<file path="config.mk">
export PLATFORM = sky130hd
export DESIGN_NAME = dpgio_top
export DESIGN_NICKNAME = d
export VERILOG_FILES = /design/src/inc/dpgio_pkg.sv /design/src/design/dpgio_top.sv
export VERILOG_INCLUDE_DIRS = /design/src /design/src/inc
export SDC_FILE = /design/constraint.sdc
export NUM_CORES = 1
export LEC_CHECK = 0
export BUFFER_PORTS_ARGS = -buffer_cell sky130_fd_sc_hd__buf_2
export CAP_MARGIN = 30
export CORE_ASPECT_RATIO = 2
export CORE_MARGIN = 2
export CORE_UTILIZATION = 40
export CTS_BUF_LIST = sky130_fd_sc_hd__clkbuf_4 sky130_fd_sc_hd__clkbuf_8
export CTS_CLUSTER_DIAMETER = 30
export DETAILED_ROUTE_END_ITERATION = 8
export PLACE_DENSITY = 0.61
export SLEW_MARGIN = 20
export SYNTH_ARGS = -nofsm -noshare
export SYNTH_HDL_FRONTEND = slang
export SYNTH_SLANG_ARGS = --single-unit
</file>
<file path="constraint.sdc">
create_clock -name core_clk -period 2.59 [get_ports core_clk]
set_input_delay 0.6475 -clock core_clk [delete_from_list [all_inputs] [get_ports core_clk]]
set_output_delay 0.6475 -clock core_clk [all_outputs]
set_load 0.02 [all_outputs]
</file>
<file path="src/inc/dpgio_defs.svh">
// Constants of the dual-port GPIO block: offsets, widths, reset values
// ---------------------------------------------------------------------
// How it works
// - There are two bidirectional ports, the first 18 lines wide and the second 17 lines wide.
// - With every line used as GPIO, pads 00 to 17 belong to the first port, 18 to 34 to the second.
// - Every line of both ports is offered as a wake-up source; only first-port lines raise interrupts.
// - Only first-port lines get a glitch filter; second-port lines are never filtered.
// - Each line is an input or an output, software writes its output value and reads line data.
// - The output-data registers at 0x00 and 0x0C drive their port's lines and reset to zero.
// - Each direction bit at 0x04 or 0x10 makes its line an input when 0, an output when 1; reset is input.
// - Bit 0 at 0x08 or 0x14 picks software registers (0) or hardware functions (1); reset is software.
// - A set bit of the interrupt enable at 0x30 makes its first-port line an interrupt source; reset off.
// - A set bit of the interrupt mask at 0x34 blocks that line's interrupt; reset is unmasked.
// - Register bits above a port's width, and bits 31 to 1 of the source registers, read as zero.
// - A per-line type bit picks level (0) or edge (1) sensitivity; reset is level.
// - A per-line polarity bit picks active-low or falling edge (0), active-high or rising edge (1).
// - Raw interrupt status and masked interrupt status of the first port are readable.
// - A set debounce bit filters glitches from that line before detection; a clear bit filters nothing.
// ---------------------------------------------------------------------
`ifndef DPGIO_DEFS_SVH
`define DPGIO_DEFS_SVH

// ---------------------------------------------------------------------
// Widths and counts
// ---------------------------------------------------------------------
`define DPGIO_A_W 18
`define DPGIO_B_W 17
`define DPGIO_DEB_LEN 4
`define DPGIO_ADDR_W 12
`define DPGIO_DATA_W 32
`define DPGIO_SRC_BIT 0
`define DPGIO_RST_ZERO '0

// ---------------------------------------------------------------------
// Register byte offsets
// ---------------------------------------------------------------------
`define DPGIO_OFF_A_DR 12'h000
`define DPGIO_OFF_A_DDR 12'h004
`define DPGIO_OFF_A_SRC 12'h008
`define DPGIO_OFF_B_DR 12'h00C
`define DPGIO_OFF_B_DDR 12'h010
`define DPGIO_OFF_B_SRC 12'h014
`define DPGIO_OFF_IEN 12'h030
`define DPGIO_OFF_IMSK 12'h034
`define DPGIO_OFF_ITYP 12'h038
`define DPGIO_OFF_IPOL 12'h03C
`define DPGIO_OFF_ISTAT 12'h040
`define DPGIO_OFF_IRAW 12'h044
`define DPGIO_OFF_IDEB 12'h048
`define DPGIO_OFF_A_PIN 12'h050
`define DPGIO_OFF_B_PIN 12'h054

`endif

</file>
<file path="src/inc/dpgio_pkg.sv">
// Types shared by the dual-port GPIO block and its surroundings
`include "dpgio_defs.svh"

package dpgio_pkg;

  // -------------------------------------------------------------------
  // APB request and answer
  // -------------------------------------------------------------------
  typedef struct packed {
    logic psel;
    logic penable;
    logic pwrite;
    logic [`DPGIO_ADDR_W-1:0] paddr;
    logic [`DPGIO_DATA_W-1:0] pwdata;
  } dpgio_apb_req_t;

  typedef struct packed {
    logic pready;
    logic pslverr;
    logic [`DPGIO_DATA_W-1:0] prdata;
  } dpgio_apb_rsp_t;

  // -------------------------------------------------------------------
  // Line drive bundles: value and output enable per line
  // -------------------------------------------------------------------
  typedef struct packed {
    logic [`DPGIO_A_W-1:0] dout;
    logic [`DPGIO_A_W-1:0] oe;
  } dpgio_drv_a_t;

  typedef struct packed {
    logic [`DPGIO_B_W-1:0] dout;
    logic [`DPGIO_B_W-1:0] oe;
  } dpgio_drv_b_t;

endpackage

</file>
<file path="src/design/dpgio_top.sv">
// Dual-port GPIO block with first-port interrupts, APB register slave
`timescale 1ns/1ps
`include "dpgio_defs.svh"

module dpgio_top #(
  parameter int A_W = `DPGIO_A_W,
  parameter int B_W = `DPGIO_B_W,
  parameter int DEB_LEN = `DPGIO_DEB_LEN
) (
  // Clock and reset
  input wire logic core_clk,
  input wire logic rst_n,
  // APB slave
  input wire dpgio_pkg::dpgio_apb_req_t apb_req,
  output dpgio_pkg::dpgio_apb_rsp_t apb_rsp,
  // First-port pads
  input wire logic [A_W-1:0] pad_a_in,
  output dpgio_pkg::dpgio_drv_a_t pad_a_drv,
  // Second-port pads
  input wire logic [B_W-1:0] second_port_lines_in,
  output dpgio_pkg::dpgio_drv_b_t second_port_lines_drv,
  // Hardware function drive
  input wire dpgio_pkg::dpgio_drv_a_t hw_a,
  input wire dpgio_pkg::dpgio_drv_b_t hw_b,
  // Synchronised line levels for wake-up and hardware functions
  output logic [A_W-1:0] line_a_lvl,
  output logic [B_W-1:0] line_b_lvl,
  // Interrupt
  output logic irq
);
  import dpgio_pkg::*;

  // -------------------------------------------------------------------
  // Elaboration checks
  // -------------------------------------------------------------------
  // Bus structs are fixed at the documented port widths
  if (A_W != `DPGIO_A_W || B_W != `DPGIO_B_W) begin : g_bad_width
    $error("dpgio_top: port widths must match the bundle widths");
  end
  if (DEB_LEN < 2) begin : g_bad_deb
    $error("dpgio_top: debounce length must be at least 2");
  end

  // -------------------------------------------------------------------
  // State
  // -------------------------------------------------------------------
  typedef struct packed {
    logic [A_W-1:0] dr_a;
    logic [A_W-1:0] ddr_a;
    logic ctl_a;
    logic [B_W-1:0] dr_b;
    logic [B_W-1:0] ddr_b;
    logic ctl_b;
    logic [A_W-1:0] inten;
    logic [A_W-1:0] mask;
    logic [A_W-1:0] itype;
    logic [A_W-1:0] ipol;
    logic [A_W-1:0] deb;
    logic [A_W-1:0] raw;
    logic [A_W-1:0] sa1;
    logic [A_W-1:0] sa2;
    logic [B_W-1:0] sb1;
    logic [B_W-1:0] sb2;
    logic [DEB_LEN-1:0][A_W-1:0] hist;
    logic [A_W-1:0] filt;
    logic [A_W-1:0] filt_d;
    logic [A_W-1:0] a_out;
    logic [A_W-1:0] a_oe;
    logic [B_W-1:0] b_out;
    logic [B_W-1:0] b_oe;
    logic [A_W-1:0] lvl_a;
    logic [B_W-1:0] lvl_b;
    logic irq;
    logic pready;
    logic pslverr;
    logic [`DPGIO_DATA_W-1:0] prdata;
  } dpgio_st_t;

  dpgio_st_t st_ff;
  dpgio_st_t nxt_st;

  logic setup;
  logic acc_wr;
  logic map_ok;
  logic [`DPGIO_DATA_W-1:0] rd_val;
  logic [A_W-1:0] clr_raw;
  logic [A_W-1:0] all_one;
  logic [A_W-1:0] all_zero;
  logic [A_W-1:0] lvl_act;
  logic [A_W-1:0] edge_ev;

  // -------------------------------------------------------------------
  // Read multiplexer
  // -------------------------------------------------------------------
  // Unused upper bits stay zero from the default below
  always_comb begin
    rd_val = '0;
    map_ok = 1'b1;
    case (apb_req.paddr)
      `DPGIO_OFF_A_DR: rd_val[A_W-1:0] = st_ff.dr_a;
      `DPGIO_OFF_A_DDR: rd_val[A_W-1:0] = st_ff.ddr_a;
      `DPGIO_OFF_A_SRC: rd_val[`DPGIO_SRC_BIT] = st_ff.ctl_a;
      `DPGIO_OFF_B_DR: rd_val[B_W-1:0] = st_ff.dr_b;
      `DPGIO_OFF_B_DDR: rd_val[B_W-1:0] = st_ff.ddr_b;
      `DPGIO_OFF_B_SRC: rd_val[`DPGIO_SRC_BIT] = st_ff.ctl_b;
      `DPGIO_OFF_IEN: rd_val[A_W-1:0] = st_ff.inten;
      `DPGIO_OFF_IMSK: rd_val[A_W-1:0] = st_ff.mask;
      `DPGIO_OFF_ITYP: rd_val[A_W-1:0] = st_ff.itype;
      `DPGIO_OFF_IPOL: rd_val[A_W-1:0] = st_ff.ipol;
      `DPGIO_OFF_ISTAT: rd_val[A_W-1:0] = st_ff.raw & st_ff.inten & ~st_ff.mask;
      `DPGIO_OFF_IRAW: rd_val[A_W-1:0] = st_ff.raw;
      `DPGIO_OFF_IDEB: rd_val[A_W-1:0] = st_ff.deb;
      `DPGIO_OFF_A_PIN: rd_val[A_W-1:0] = st_ff.lvl_a;
      `DPGIO_OFF_B_PIN: rd_val[B_W-1:0] = st_ff.lvl_b;
      default: map_ok = 1'b0;
    endcase
  end

  // -------------------------------------------------------------------
  // Next-state logic
  // -------------------------------------------------------------------
  always_comb begin
    nxt_st = st_ff;
    setup = apb_req.psel & ~apb_req.penable;
    // Writes land only at the access edge that sees pready
    acc_wr = apb_req.psel & apb_req.penable & apb_req.pwrite & st_ff.pready;
    clr_raw = '0;

    // Pad synchronisers, first stage read only by the second
    nxt_st.sa1 = pad_a_in;
    nxt_st.sa2 = st_ff.sa1;
    nxt_st.sb1 = second_port_lines_in;
    nxt_st.sb2 = st_ff.sb1;
    nxt_st.lvl_a = st_ff.sa2;
    nxt_st.lvl_b = st_ff.sb2;

    // Register writes; a refused address changes nothing
    if (acc_wr) begin
      case (apb_req.paddr)
        `DPGIO_OFF_A_DR: nxt_st.dr_a = apb_req.pwdata[A_W-1:0];
        `DPGIO_OFF_A_DDR: nxt_st.ddr_a = apb_req.pwdata[A_W-1:0];
        `DPGIO_OFF_A_SRC: nxt_st.ctl_a = apb_req.pwdata[`DPGIO_SRC_BIT];
        `DPGIO_OFF_B_DR: nxt_st.dr_b = apb_req.pwdata[B_W-1:0];
        `DPGIO_OFF_B_DDR: nxt_st.ddr_b = apb_req.pwdata[B_W-1:0];
        `DPGIO_OFF_B_SRC: nxt_st.ctl_b = apb_req.pwdata[`DPGIO_SRC_BIT];
        `DPGIO_OFF_IEN: nxt_st.inten = apb_req.pwdata[A_W-1:0];
        `DPGIO_OFF_IMSK: nxt_st.mask = apb_req.pwdata[A_W-1:0];
        `DPGIO_OFF_ITYP: nxt_st.itype = apb_req.pwdata[A_W-1:0];
        `DPGIO_OFF_IPOL: nxt_st.ipol = apb_req.pwdata[A_W-1:0];
        `DPGIO_OFF_IRAW: clr_raw = apb_req.pwdata[A_W-1:0];
        `DPGIO_OFF_IDEB: nxt_st.deb = apb_req.pwdata[A_W-1:0];
        default: ;
      endcase
    end

    // Debounce: a line with its deb bit set moves only after DEB_LEN equal samples; a clear bit passes sa2 through.
    // Only the first port has a filter; the second has no such path.
    nxt_st.hist = {st_ff.hist[DEB_LEN-2:0], st_ff.sa2};
    for (int i = 0; i < A_W; i++) begin
      all_one[i] = 1'b1;
      all_zero[i] = 1'b1;
      for (int j = 0; j < DEB_LEN; j++) begin
        all_one[i] = all_one[i] & st_ff.hist[j][i];
        all_zero[i] = all_zero[i] & ~st_ff.hist[j][i];
      end
      if (!st_ff.deb[i]) begin
        nxt_st.filt[i] = st_ff.sa2[i];
      end else if (all_one[i]) begin
        nxt_st.filt[i] = 1'b1;
      end else if (all_zero[i]) begin
        nxt_st.filt[i] = 1'b0;
      end
    end
    nxt_st.filt_d = st_ff.filt;

    // Detection on the filtered level
    lvl_act = ~(st_ff.ipol ^ st_ff.filt);
    edge_ev = (st_ff.ipol & st_ff.filt & ~st_ff.filt_d)
            | (~st_ff.ipol & ~st_ff.filt & st_ff.filt_d);
    // Level lines follow the pin; edge lines are sticky, and a new edge
    // beats a write-one clear in the same cycle
    nxt_st.raw = nxt_st.inten & ((~st_ff.itype & lvl_act)
               | (st_ff.itype & (edge_ev | (st_ff.raw & ~clr_raw))));
    nxt_st.irq = |(nxt_st.raw & nxt_st.inten & ~nxt_st.mask);

    // Line drive: registers or hardware functions per port
    nxt_st.a_out = st_ff.ctl_a ? hw_a.dout : st_ff.dr_a;
    nxt_st.a_oe = st_ff.ctl_a ? hw_a.oe : st_ff.ddr_a;
    nxt_st.b_out = st_ff.ctl_b ? hw_b.dout : st_ff.dr_b;
    nxt_st.b_oe = st_ff.ctl_b ? hw_b.oe : st_ff.ddr_b;

    // Zero-wait APB answer, registered off the setup cycle
    nxt_st.pready = setup;
    nxt_st.pslverr = setup & ~map_ok;
    nxt_st.prdata = (setup & ~apb_req.pwrite) ? rd_val : '0;
  end

  // -------------------------------------------------------------------
  // State register
  // -------------------------------------------------------------------
  // Everything resets to zero: outputs low, lines inputs, software mode
  always_ff @(posedge core_clk or negedge rst_n) begin
    if (!rst_n) begin
      st_ff <= `DPGIO_RST_ZERO;
    end else begin
      st_ff <= nxt_st;
    end
  end

  // -------------------------------------------------------------------
  // Outputs, straight from flops
  // -------------------------------------------------------------------
  // Port A on pads 00..17, port B on pads 18..34 by index order
  assign pad_a_drv.dout = st_ff.a_out;
  assign pad_a_drv.oe = st_ff.a_oe;
  assign second_port_lines_drv.dout = st_ff.b_out;
  assign second_port_lines_drv.oe = st_ff.b_oe;
  assign line_a_lvl = st_ff.lvl_a;
  assign line_b_lvl = st_ff.lvl_b;
  assign irq = st_ff.irq;
  assign apb_rsp.pready = st_ff.pready;
  assign apb_rsp.pslverr = st_ff.pslverr;
  assign apb_rsp.prdata = st_ff.prdata;

  // -------------------------------------------------------------------
  // Assertions
  // -------------------------------------------------------------------
  // Software mode copies the data and direction registers a cycle later
  property p_sw_drive;
    @(posedge core_clk) disable iff (!rst_n)
      !st_ff.ctl_a |=> (pad_a_drv.dout == $past(st_ff.dr_a))
                    && (pad_a_drv.oe == $past(st_ff.ddr_a));
  endproperty
  a_sw_drive: assert property (p_sw_drive)
    else $error("port A software drive mismatch");

  // Hardware mode follows the function signals
  property p_hw_drive;
    @(posedge core_clk) disable iff (!rst_n)
      st_ff.ctl_b |=> (second_port_lines_drv.dout == $past(hw_b.dout))
                   && (second_port_lines_drv.oe == $past(hw_b.oe));
  endproperty
  a_hw_drive: assert property (p_hw_drive)
    else $error("port B hardware drive mismatch");

  // Interrupt output is the OR of the masked status
  property p_irq_or;
    @(posedge core_clk) disable iff (!rst_n)
      irq == |(st_ff.raw & st_ff.inten & ~st_ff.mask);
  endproperty
  a_irq_or: assert property (p_irq_or)
    else $error("interrupt output disagrees with masked status");

  // Fully masked lines never raise the output
  property p_mask_blocks;
    @(posedge core_clk) disable iff (!rst_n)
      (st_ff.mask == {A_W{1'b1}}) |-> !irq;
  endproperty
  a_mask_blocks: assert property (p_mask_blocks)
    else $error("interrupt raised while all lines masked");

  // A disabled line never shows raw status
  property p_en_gate;
    @(posedge core_clk) disable iff (!rst_n)
      (st_ff.raw & ~st_ff.inten) == '0;
  endproperty
  a_en_gate: assert property (p_en_gate)
    else $error("raw status set on a disabled line");

  // Level lines track the active level of the previous filtered sample
  property p_level;
    @(posedge core_clk) disable iff (!rst_n)
      $stable(st_ff.inten) && $stable(st_ff.itype) && $stable(st_ff.ipol)
        |-> ((st_ff.inten & ~st_ff.itype
             & (st_ff.raw ^ ~($past(st_ff.ipol) ^ $past(st_ff.filt)))) == '0);
  endproperty
  a_level: assert property (p_level)
    else $error("level interrupt status wrong");

  // An enabled rising edge on a rising-edge line is caught next cycle
  property p_edge;
    @(posedge core_clk) disable iff (!rst_n)
      1'b1 |=> (($past(st_ff.itype) & $past(st_ff.ipol) & $past(st_ff.filt)
                 & ~$past(st_ff.filt_d) & st_ff.inten & ~st_ff.raw) == '0);
  endproperty
  a_edge: assert property (p_edge)
    else $error("rising edge not latched");

  // Without debounce the filter passes the synchronised level through
  property p_no_deb;
    @(posedge core_clk) disable iff (!rst_n)
      1'b1 |=> ((~$past(st_ff.deb) & (st_ff.filt ^ $past(st_ff.sa2))) == '0);
  endproperty
  a_no_deb: assert property (p_no_deb)
    else $error("undebounced line not passed through");

  // With debounce a filtered line moves only after a stable history
  property p_deb_hold;
    @(posedge core_clk) disable iff (!rst_n)
      1'b1 |=> (($past(st_ff.deb) & (st_ff.filt ^ $past(st_ff.filt))
                 & ~$past(all_one) & ~$past(all_zero)) == '0);
  endproperty
  a_deb_hold: assert property (p_deb_hold)
    else $error("debounced line moved on unstable input");

  // Reserved bits of a port A read are zero
  property p_rsvd;
    @(posedge core_clk) disable iff (!rst_n)
      (setup && !apb_req.pwrite && apb_req.paddr == `DPGIO_OFF_A_DR)
        |=> apb_rsp.pready && (apb_rsp.prdata[`DPGIO_DATA_W-1:A_W] == '0);
  endproperty
  a_rsvd: assert property (p_rsvd)
    else $error("reserved read bits not zero");

  // Port B software mode copies its registers a cycle later
  property p_sw_drive_b;
    @(posedge core_clk) disable iff (!rst_n)
      !st_ff.ctl_b |=> (second_port_lines_drv.dout == $past(st_ff.dr_b))
                    && (second_port_lines_drv.oe == $past(st_ff.ddr_b));
  endproperty
  a_sw_drive_b: assert property (p_sw_drive_b)
    else $error("port B software drive mismatch");

  // Port A hardware mode follows the function signals
  property p_hw_drive_a;
    @(posedge core_clk) disable iff (!rst_n)
      st_ff.ctl_a |=> (pad_a_drv.dout == $past(hw_a.dout))
                   && (pad_a_drv.oe == $past(hw_a.oe));
  endproperty
  a_hw_drive_a: assert property (p_hw_drive_a)
    else $error("port A hardware drive mismatch");

  // Zero wait states: ready exactly in the cycle after setup
  property p_ready;
    @(posedge core_clk) disable iff (!rst_n)
      1'b1 |=> (apb_rsp.pready == $past(setup));
  endproperty
  a_ready: assert property (p_ready)
    else $error("bus ready not one cycle after setup");

  // Refused places answer with an error and empty data
  property p_slverr;
    @(posedge core_clk) disable iff (!rst_n)
      (setup && !map_ok) |=> apb_rsp.pslverr && (apb_rsp.prdata == '0);
  endproperty
  a_slverr: assert property (p_slverr)
    else $error("refused access without error answer");

  // A source-select write lands at the access edge
  property p_src_wr;
    @(posedge core_clk) disable iff (!rst_n)
      (acc_wr && (apb_req.paddr == `DPGIO_OFF_A_SRC))
        |=> (st_ff.ctl_a == $past(apb_req.pwdata[`DPGIO_SRC_BIT]));
  endproperty
  a_src_wr: assert property (p_src_wr)
    else $error("source select write lost");

  // Edge status stays set until software clears it
  property p_sticky;
    @(posedge core_clk) disable iff (!rst_n)
      1'b1 |=> (($past(st_ff.raw) & $past(st_ff.itype) & ~$past(clr_raw)
                 & st_ff.inten & ~st_ff.raw) == '0);
  endproperty
  a_sticky: assert property (p_sticky)
    else $error("edge status dropped without a clear");

  // An enabled falling edge on a falling-edge line is caught next cycle
  property p_fall;
    @(posedge core_clk) disable iff (!rst_n)
      1'b1 |=> (($past(st_ff.itype) & ~$past(st_ff.ipol) & ~$past(st_ff.filt)
                 & $past(st_ff.filt_d) & st_ff.inten & ~st_ff.raw) == '0);
  endproperty
  a_fall: assert property (p_fall)
    else $error("falling edge not latched");

  // Second-port levels pass the synchroniser with no filter in the way
  property p_lvl_b;
    @(posedge core_clk) disable iff (!rst_n)
      1'b1 |=> (line_b_lvl == $past(st_ff.sb2));
  endproperty
  a_lvl_b: assert property (p_lvl_b)
    else $error("second port level not the synchronised pad");

endmodule

</file>
==> results of run 1 <==
## flip-flops by register name (all words and copies together) (netlist names)
register / count
irq: 1
line_b_lvl: 17
nxt_st: 124
apb_rsp: 20
line_a_lvl: 18
pad_a_drv: 36
second_port_lines_drv: 34
st_ff: 216
## cell families after synthesis
logic type | Yosys count | share of synthesized area (%)
simple gates | 236 | 7.00
mux | 229 | 13.4
compound gates | 231 | 8.00
flops | 466 | 61.3
other cells | 1 | 0.0197
buf+inv | 262 | 7.98
fa+ha+maj | 36 | 2.37
## cell type report
cell class	instances	area share, %
Timing Repair Buffer	407	11.3
Inverter	70	1.14
Tap cell	632	3.44
Clock buffer	110	6.07
Multi-Input combinational cell	746	25.8
Sequential cell	466	50.8
Antenna cell	1	0.0109
Clock inverter	22	1.49
## power breakdown
| group | internal, mW | leakage (nW) | switching [mW] |
|---|---|---|---|
| Combinational | 0.213 | 4.63 | 0.379 |
| Sequential | 7.44 | 5.96 | 0.111 |
| Clock | 4.28 | 0.893 | 2.96 |
## per-stage QoR
| stage | utilization (%) | hold slack [ns] | power [mW] | instance area [um2] |
|---|---|---|---|---|
| 2_1_floorplan | - | 0.331 | 7.89 | 19100 |
| 3_3_place_gp | 45.0 | 0.331 | 8.28 | 21200 |
| 3_5_place_dp | 45.0 | 0.335 | 8.29 | 21200 |
| 4_1_cts | 48.7 | 0.0448 | 15.6 | 23000 |
| 5_1_grt | 48.7 | 0.0693 | 16.0 | 23000 |
| 6_report | 48.7 | 0.103 | 15.4 | 23000 |
## layout by cell type (no fill, tap or decap), types with 5 or more instances in the layout
cell type / instances
conb_1: 14
a221oi_1: 6
nor2_1: 23
o22ai_1: 5
clkbuf_8: 91
dfrtp_1: 465
nand4_1: 5
mux2i_1: 24
or3_1: 19
mux2_2: 203
clkbuf_4: 19
buf_12: 16
nor2b_1: 6
buf_2: 264
nand2b_1: 7
clkinvlp_4: 5
bufinv_16: 8
a222oi_1: 34
nor3_1: 5
a31oi_1: 21
a21oi_1: 47
buf_4: 125
nor4_1: 7
nand3_1: 26
a22oi_1: 37
nor3b_1: 18
nand2_1: 80
and4_1: 16
o21ai_0: 64
ha_1: 36
inv_1: 70
## per-layer routing
| layer | track usage, % | up-vias | share of wire [%] | routed length (um) |
|---|---|---|---|---|
| met5 | 0 | - | 0.058 | 29 |
| met4 | 8.29 | 6 | 3.0 | 1510 |
| met3 | 4.78 | 102 | 8.7 | 4350 |
| met2 | 31.3 | 611 | 46 | 22800 |
| met1 | 28.0 | 6221 | 43 | 21400 |
| li1 | - | 5699 | - | - |
## what timing repair did
| item | 4_1_cts | 5_1_grt |
|---|---|---|
| setup endpoints to repair | 0 | 1 |
| endpoints found under the hold margin | 38 | 0 |
| buffers inserted | 0 | 0 |
| resized for setup | 0 | 1 |
| hold buffers | 1 | 0 |
## worst paths after layout
path,slack (ns),depth (start not counted),end,start
worst min register to register,0.33,0,line_b_lvl[0],nxt_st[35]
worst max-delay path,0.18,9,irq,apb_req[35]
worst min-delay path,0.10,1,nxt_st[252],second_port_lines_in[4]
max in group asynchronous,1.21,3,apb_rsp[4],rst_n
min in group asynchronous,0.53,2,second_port_lines_drv[30],rst_n
worst max register to register,0.21,8,irq,apb_rsp[33]
## critical path, delay by kind of cell
kind	cells	cell delay (ns)
simple gates	3	0.97
compound gates	4	1.01
buf+inv	2	0.27
==> metrics.txt, run 1 <==
worst-path cell chain buf_2, nor4b_2, and4_1, buf_4, a21oi_1, o21ai_0, o221ai_1, a211oi_1, nand4_1; Layout Cells excl Fill 2,454; die width 158 um; Place WS -0.435 ns; Final nets 1,957; Post-route DRC 0; highest clock rate 0.415 GHz; row count 113; most instantiated cells after synthesis dfrtp_1 (466), mux2_2 (203), buf_4 (139); clock sinks 466; Mapped Area 19,000 um2; RePlAce Congestion 0.909; clk_lat worst skew 0.65 ns; largest net degree at the start of global routing 68; Final Hold Viols 0; layout cell share with drive strength beyond 1 41.4%; vias 12,639; maximum clock path buffer count 3; clock slew at reported path FFs 0.07 ns; post-synth top area cell dfrtp_1; die area 49,500 um2; gr usage total 20.4%; startpoint types primary input; Layout Skew 0.0402 ns; global-route wire length before repair 75,800 um; register area share after synthesis 61.3%; share of the synthesized area in the top cell type 61.3%; Starting DRT DRC Count 961; VDD IR-drop max 391 uV; synthesized flop and latch total 466; RSZ-0062 raised after global routing false; Initial Util 40.3%; Fillers 4,300; Yosys cell types 54; CTS tree done; Most used DFF post-synth dfrtp_1; H-tree depth 3; Worst Path Required 3.09 ns; TritonCTS buffer count 76; Final Cycle Share 92.9%; Pre-antenna DRT Iters 7; Synth area leaders dfrtp_1 (61%), mux2_2 (12%), buf_4 (5.5%), ha_1 (2.4%), a222oi_1 (1.8%); Syn. warnings 0; Crit. End Element flop; slowest stage cell on the critical path nor4b_2; Final min period 2.41 ns; Chip Height 313 um; Crit Path Class in -> reg; Layout area overhead 20.7%; Final setup viols 0; Core Area 47,200 um2; Max-cap violations 0; Post-synth EDFFs 0; post-synthesis async set-or-reset flop share 100%; antenna viol nets, final 0; clock root buffer clkbuf_8; placed insts 2,320; initial antenna violation count 4; setup slack after layout 0.183 ns; Post-Syn Instances 1,461; setup TNS 0 ns; Worst slew margin 40.6%; drt wl/cell 20.4 um; area of the multi-input gates 5920 um2; Final Max Slew Viols 0; crit-path max cell delay 0.53 ns; Worst Path Max Fanout 4; port bufs 265; status complete, no violations; via/cell ratio 5.15; Critical Path AT 2.91 ns; # IOs 294; count leader, synth dfrtp_1; Slew @ Worst Pin 0.892 ns; Storage cell area 11,700 um2; post-DP HPWL 37,000 um; Leak 11.5 nW; Avg Cell Area, Syn 13.0 um2; Overflow after GRT 0; PwrDens 669 nW/um2; number of global-route vias before repair 12,761; Hold Crit Class in -> reg; final wirelength 50,200 um
Note: power is estimated with default switching activity, not from simulation.
==> inputs of run 2 (changes only) <==
--- a/config.mk
+++ b/config.mk
@@ -6,7 +6,7 @@
 export SDC_FILE = /design/constraint.sdc
 export NUM_CORES = 1
 export LEC_CHECK = 0
-export BUFFER_PORTS_ARGS = -buffer_cell sky130_fd_sc_hd__buf_2
+export BUFFER_PORTS_ARGS = -buffer_cell sky130_fd_sc_hd__buf_4
 export CAP_MARGIN = 30
 export CORE_ASPECT_RATIO = 2
 export CORE_MARGIN = 2
==> metrics.txt, run 2 (synthesized netlist as in run 1, its figures left out) <==
row count 113 (unchanged); Bufs and invs on worst path 2 (unchanged); Final setup viols 0 (unchanged); final wirelength 50,600 um (was 50,200 um); RePlAce Congestion 0.923 (was 0.909); clock slew at reported path FFs 0.07 ns (about the same); Reg with most FFs st_ff (unchanged); largest net degree at the start of global routing 92 (was 68); clock root buffer clkbuf_8 (unchanged); via/cell ratio 5.12 (was 5.15); Final nets 1,963 (was 1,957); Layout area overhead 25.0% (was 20.7%); port bufs 265 (unchanged); initial antenna violation count 1 (was 4); Initial Util 40.3% (unchanged); Hold Crit Class in -> reg (unchanged); Chip Height 313 um (unchanged); hold depth 1 (unchanged); Worst Path Required 3.11 ns (was 3.09 ns); Worst Path Max Fanout 4 (unchanged); die width 158 um (unchanged); CTS tree done (unchanged); maximum clock path buffer count 3 (unchanged); most common cell after layout, fill and taps aside dfrtp_1 (unchanged); crit-path max cell delay 0.57 ns (was 0.53 ns); Core Area 47,200 um2 (unchanged); Final Hold Viols 0 (unchanged); Place WS -0.424 ns (was -0.435 ns); Crit Path Class in -> reg (unchanged); layout cell share with drive strength beyond 1 41.7% (was 41.4%); vias 12,619 (was 12,639); Pre-antenna DRT Iters 6 (was 7); slowest stage cell on the critical path nor4b_2 (unchanged); Worst slew margin 35.8% (was 40.6%); post-DP HPWL 37,100 um (was 37,000 um); Critical Path Stages 9 (unchanged); critical path's top delay family simple AND/OR/NAND/NOR gates (was compound AO/OA/AOI/OAI gates); drt wl/cell 20.5 um (was 20.4 um); postcts setup bufs 0 (unchanged); Starting DRT DRC Count 921 (was 961); Overflow after GRT 0 (unchanged); number of global-route vias before repair 12,988 (was 12,761); Leak 11.7 nW (was 11.5 nW); setup TNS 0 ns (unchanged); H-tree depth 3 (unchanged); most frequent cells in the layout dfrtp_1 (465), buf_4 (386), mux2_2 (203) (was dfrtp_1 (465), buf_2 (264), mux2_2 (203)); worst-path cell chain buf_4, nor4b_2, nand4_1, buf_4, o21ai_1, a2111oi_0, or3_1, nor4_1, nand4_1 (was buf_2, nor4b_2, and4_1, buf_4, a21oi_1, o21ai_0, o221ai_1, a211oi_1, nand4_1); Critical Path AT 2.89 ns (was 2.91 ns); R2R depth 8 (unchanged); met3 GRT Util 4.31% (was 4.78%); clk_lat worst skew 0.65 ns (about the same); highest clock rate 0.420 GHz (was 0.415 GHz); # IOs 294 (unchanged); global-route wire length before repair 76,800 um (was 75,800 um); clock sinks 466 (unchanged); status complete, no violations (unchanged); setup slack after layout 0.211 ns (was 0.183 ns); Slew @ Worst Pin 0.963 ns (was 0.892 ns); antenna viol nets, final 0 (unchanged); Final Max Slew Viols 0 (unchanged); Layout Skew 0.0477 ns (was 0.0402 ns); Placed Area 22,000 um2 (was 21,200 um2); Post-route DRC 0 (unchanged); VDD IR-drop max 470 uV (was 391 uV); Max-cap violations 0 (unchanged); met2 global-route usage 31.1% (was 31.3%); RSZ-0062 raised after global routing false (unchanged); gr busiest metal met2 (unchanged); met1 Track Usage GR 28.7% (was 28.0%); PwrDens 651 nW/um2 (was 669 nW/um2); Final Cycle Share 91.9% (was 92.9%); Final min period 2.38 ns (was 2.41 ns); TritonCTS buffer count 78 (was 76); Crit. End Element flop (unchanged); post-layout instance area 23,800 um2 (was 23,000 um2); reg-to-reg slack, setup 0.22 ns (was 0.21 ns); startpoint types primary input (unchanged); die area 49,500 um2 (unchanged); gr usage total 20.6% (was 20.4%); number of flip-flops in the largest register 216 (unchanged)
-- run 2: worst register-to-register path, stage by stage (launching register included) --
cell	delay [ns]
dfrtp_1	0.36
and4_1	0.38
nand4_1	0.14
buf_4	0.20
o21ai_1	0.17
a2111oi_0	0.15
or3_1	0.47
nor4_1	0.30
nand4_1	0.11
-- run 2: metal layers --
layer / part of all wire (%) / vias to the layer above
met5: 0 / -
met2: 45 / 591
li1: - / 5701
met3: 7.6 / 127
met4: 3.3 / 0
met1: 44 / 6200
-- run 2: final cells by class --
| class | count | area, um2 |
|---|---|---|
| flip-flops and latches | 466 | 11700 |
| clock buffers | 106 | 1380 |
| multi-input cells | 746 | 5920 |
| clock inverters | 32 | 392 |
| inverters | 70 | 263 |
| fillers | 4311 | 23400 |
| diodes | 1 | 2.50 |
| repair buffers | 411 | 3380 |
| well taps | 632 | 791 |
-- run 2: final timing paths --
kind	from	endpoint
min in group asynchronous	rst_n	line_b_lvl[13]
hold reg to reg	nxt_st[251]	nxt_st[38]
hold / removal	pad_a_in[14]	nxt_st[296]
max in group asynchronous	rst_n	st_ff[467]
setup reg to reg	apb_rsp[33]	irq
setup / recovery	apb_req[35]	irq
-- run 2: timing repair --
item                      in CTS  in global routing
hold endpoints to repair      31                  0
hold buffers                   1                  0
gates resized for setup        0                  0
-- run 2: report_power, final --
part           total [mW]  switching, mW  internal, mW
Clock                7.27           3.06          4.21
Combinational       0.663          0.376         0.287
Sequential           7.55          0.112          7.44
Total                15.5           3.55          11.9
-- run 2: metrics by stage --
| step | power [mW] | utilization, % | cells | hold WS, ns |
|---|---|---|---|---|
| global route | 16.1 | 50.4 | 2464 | 0.0661 |
| CTS | 15.8 | 50.4 | 2463 | 0.0499 |
| global placement | 8.35 | 46.6 | 2324 | 0.331 |
| detailed placement | 8.36 | 46.6 | 2324 | 0.335 |
| finish | 15.5 | 50.4 | 2464 | 0.103 |
| floorplan | 7.89 | - | 1474 | 0.331 |
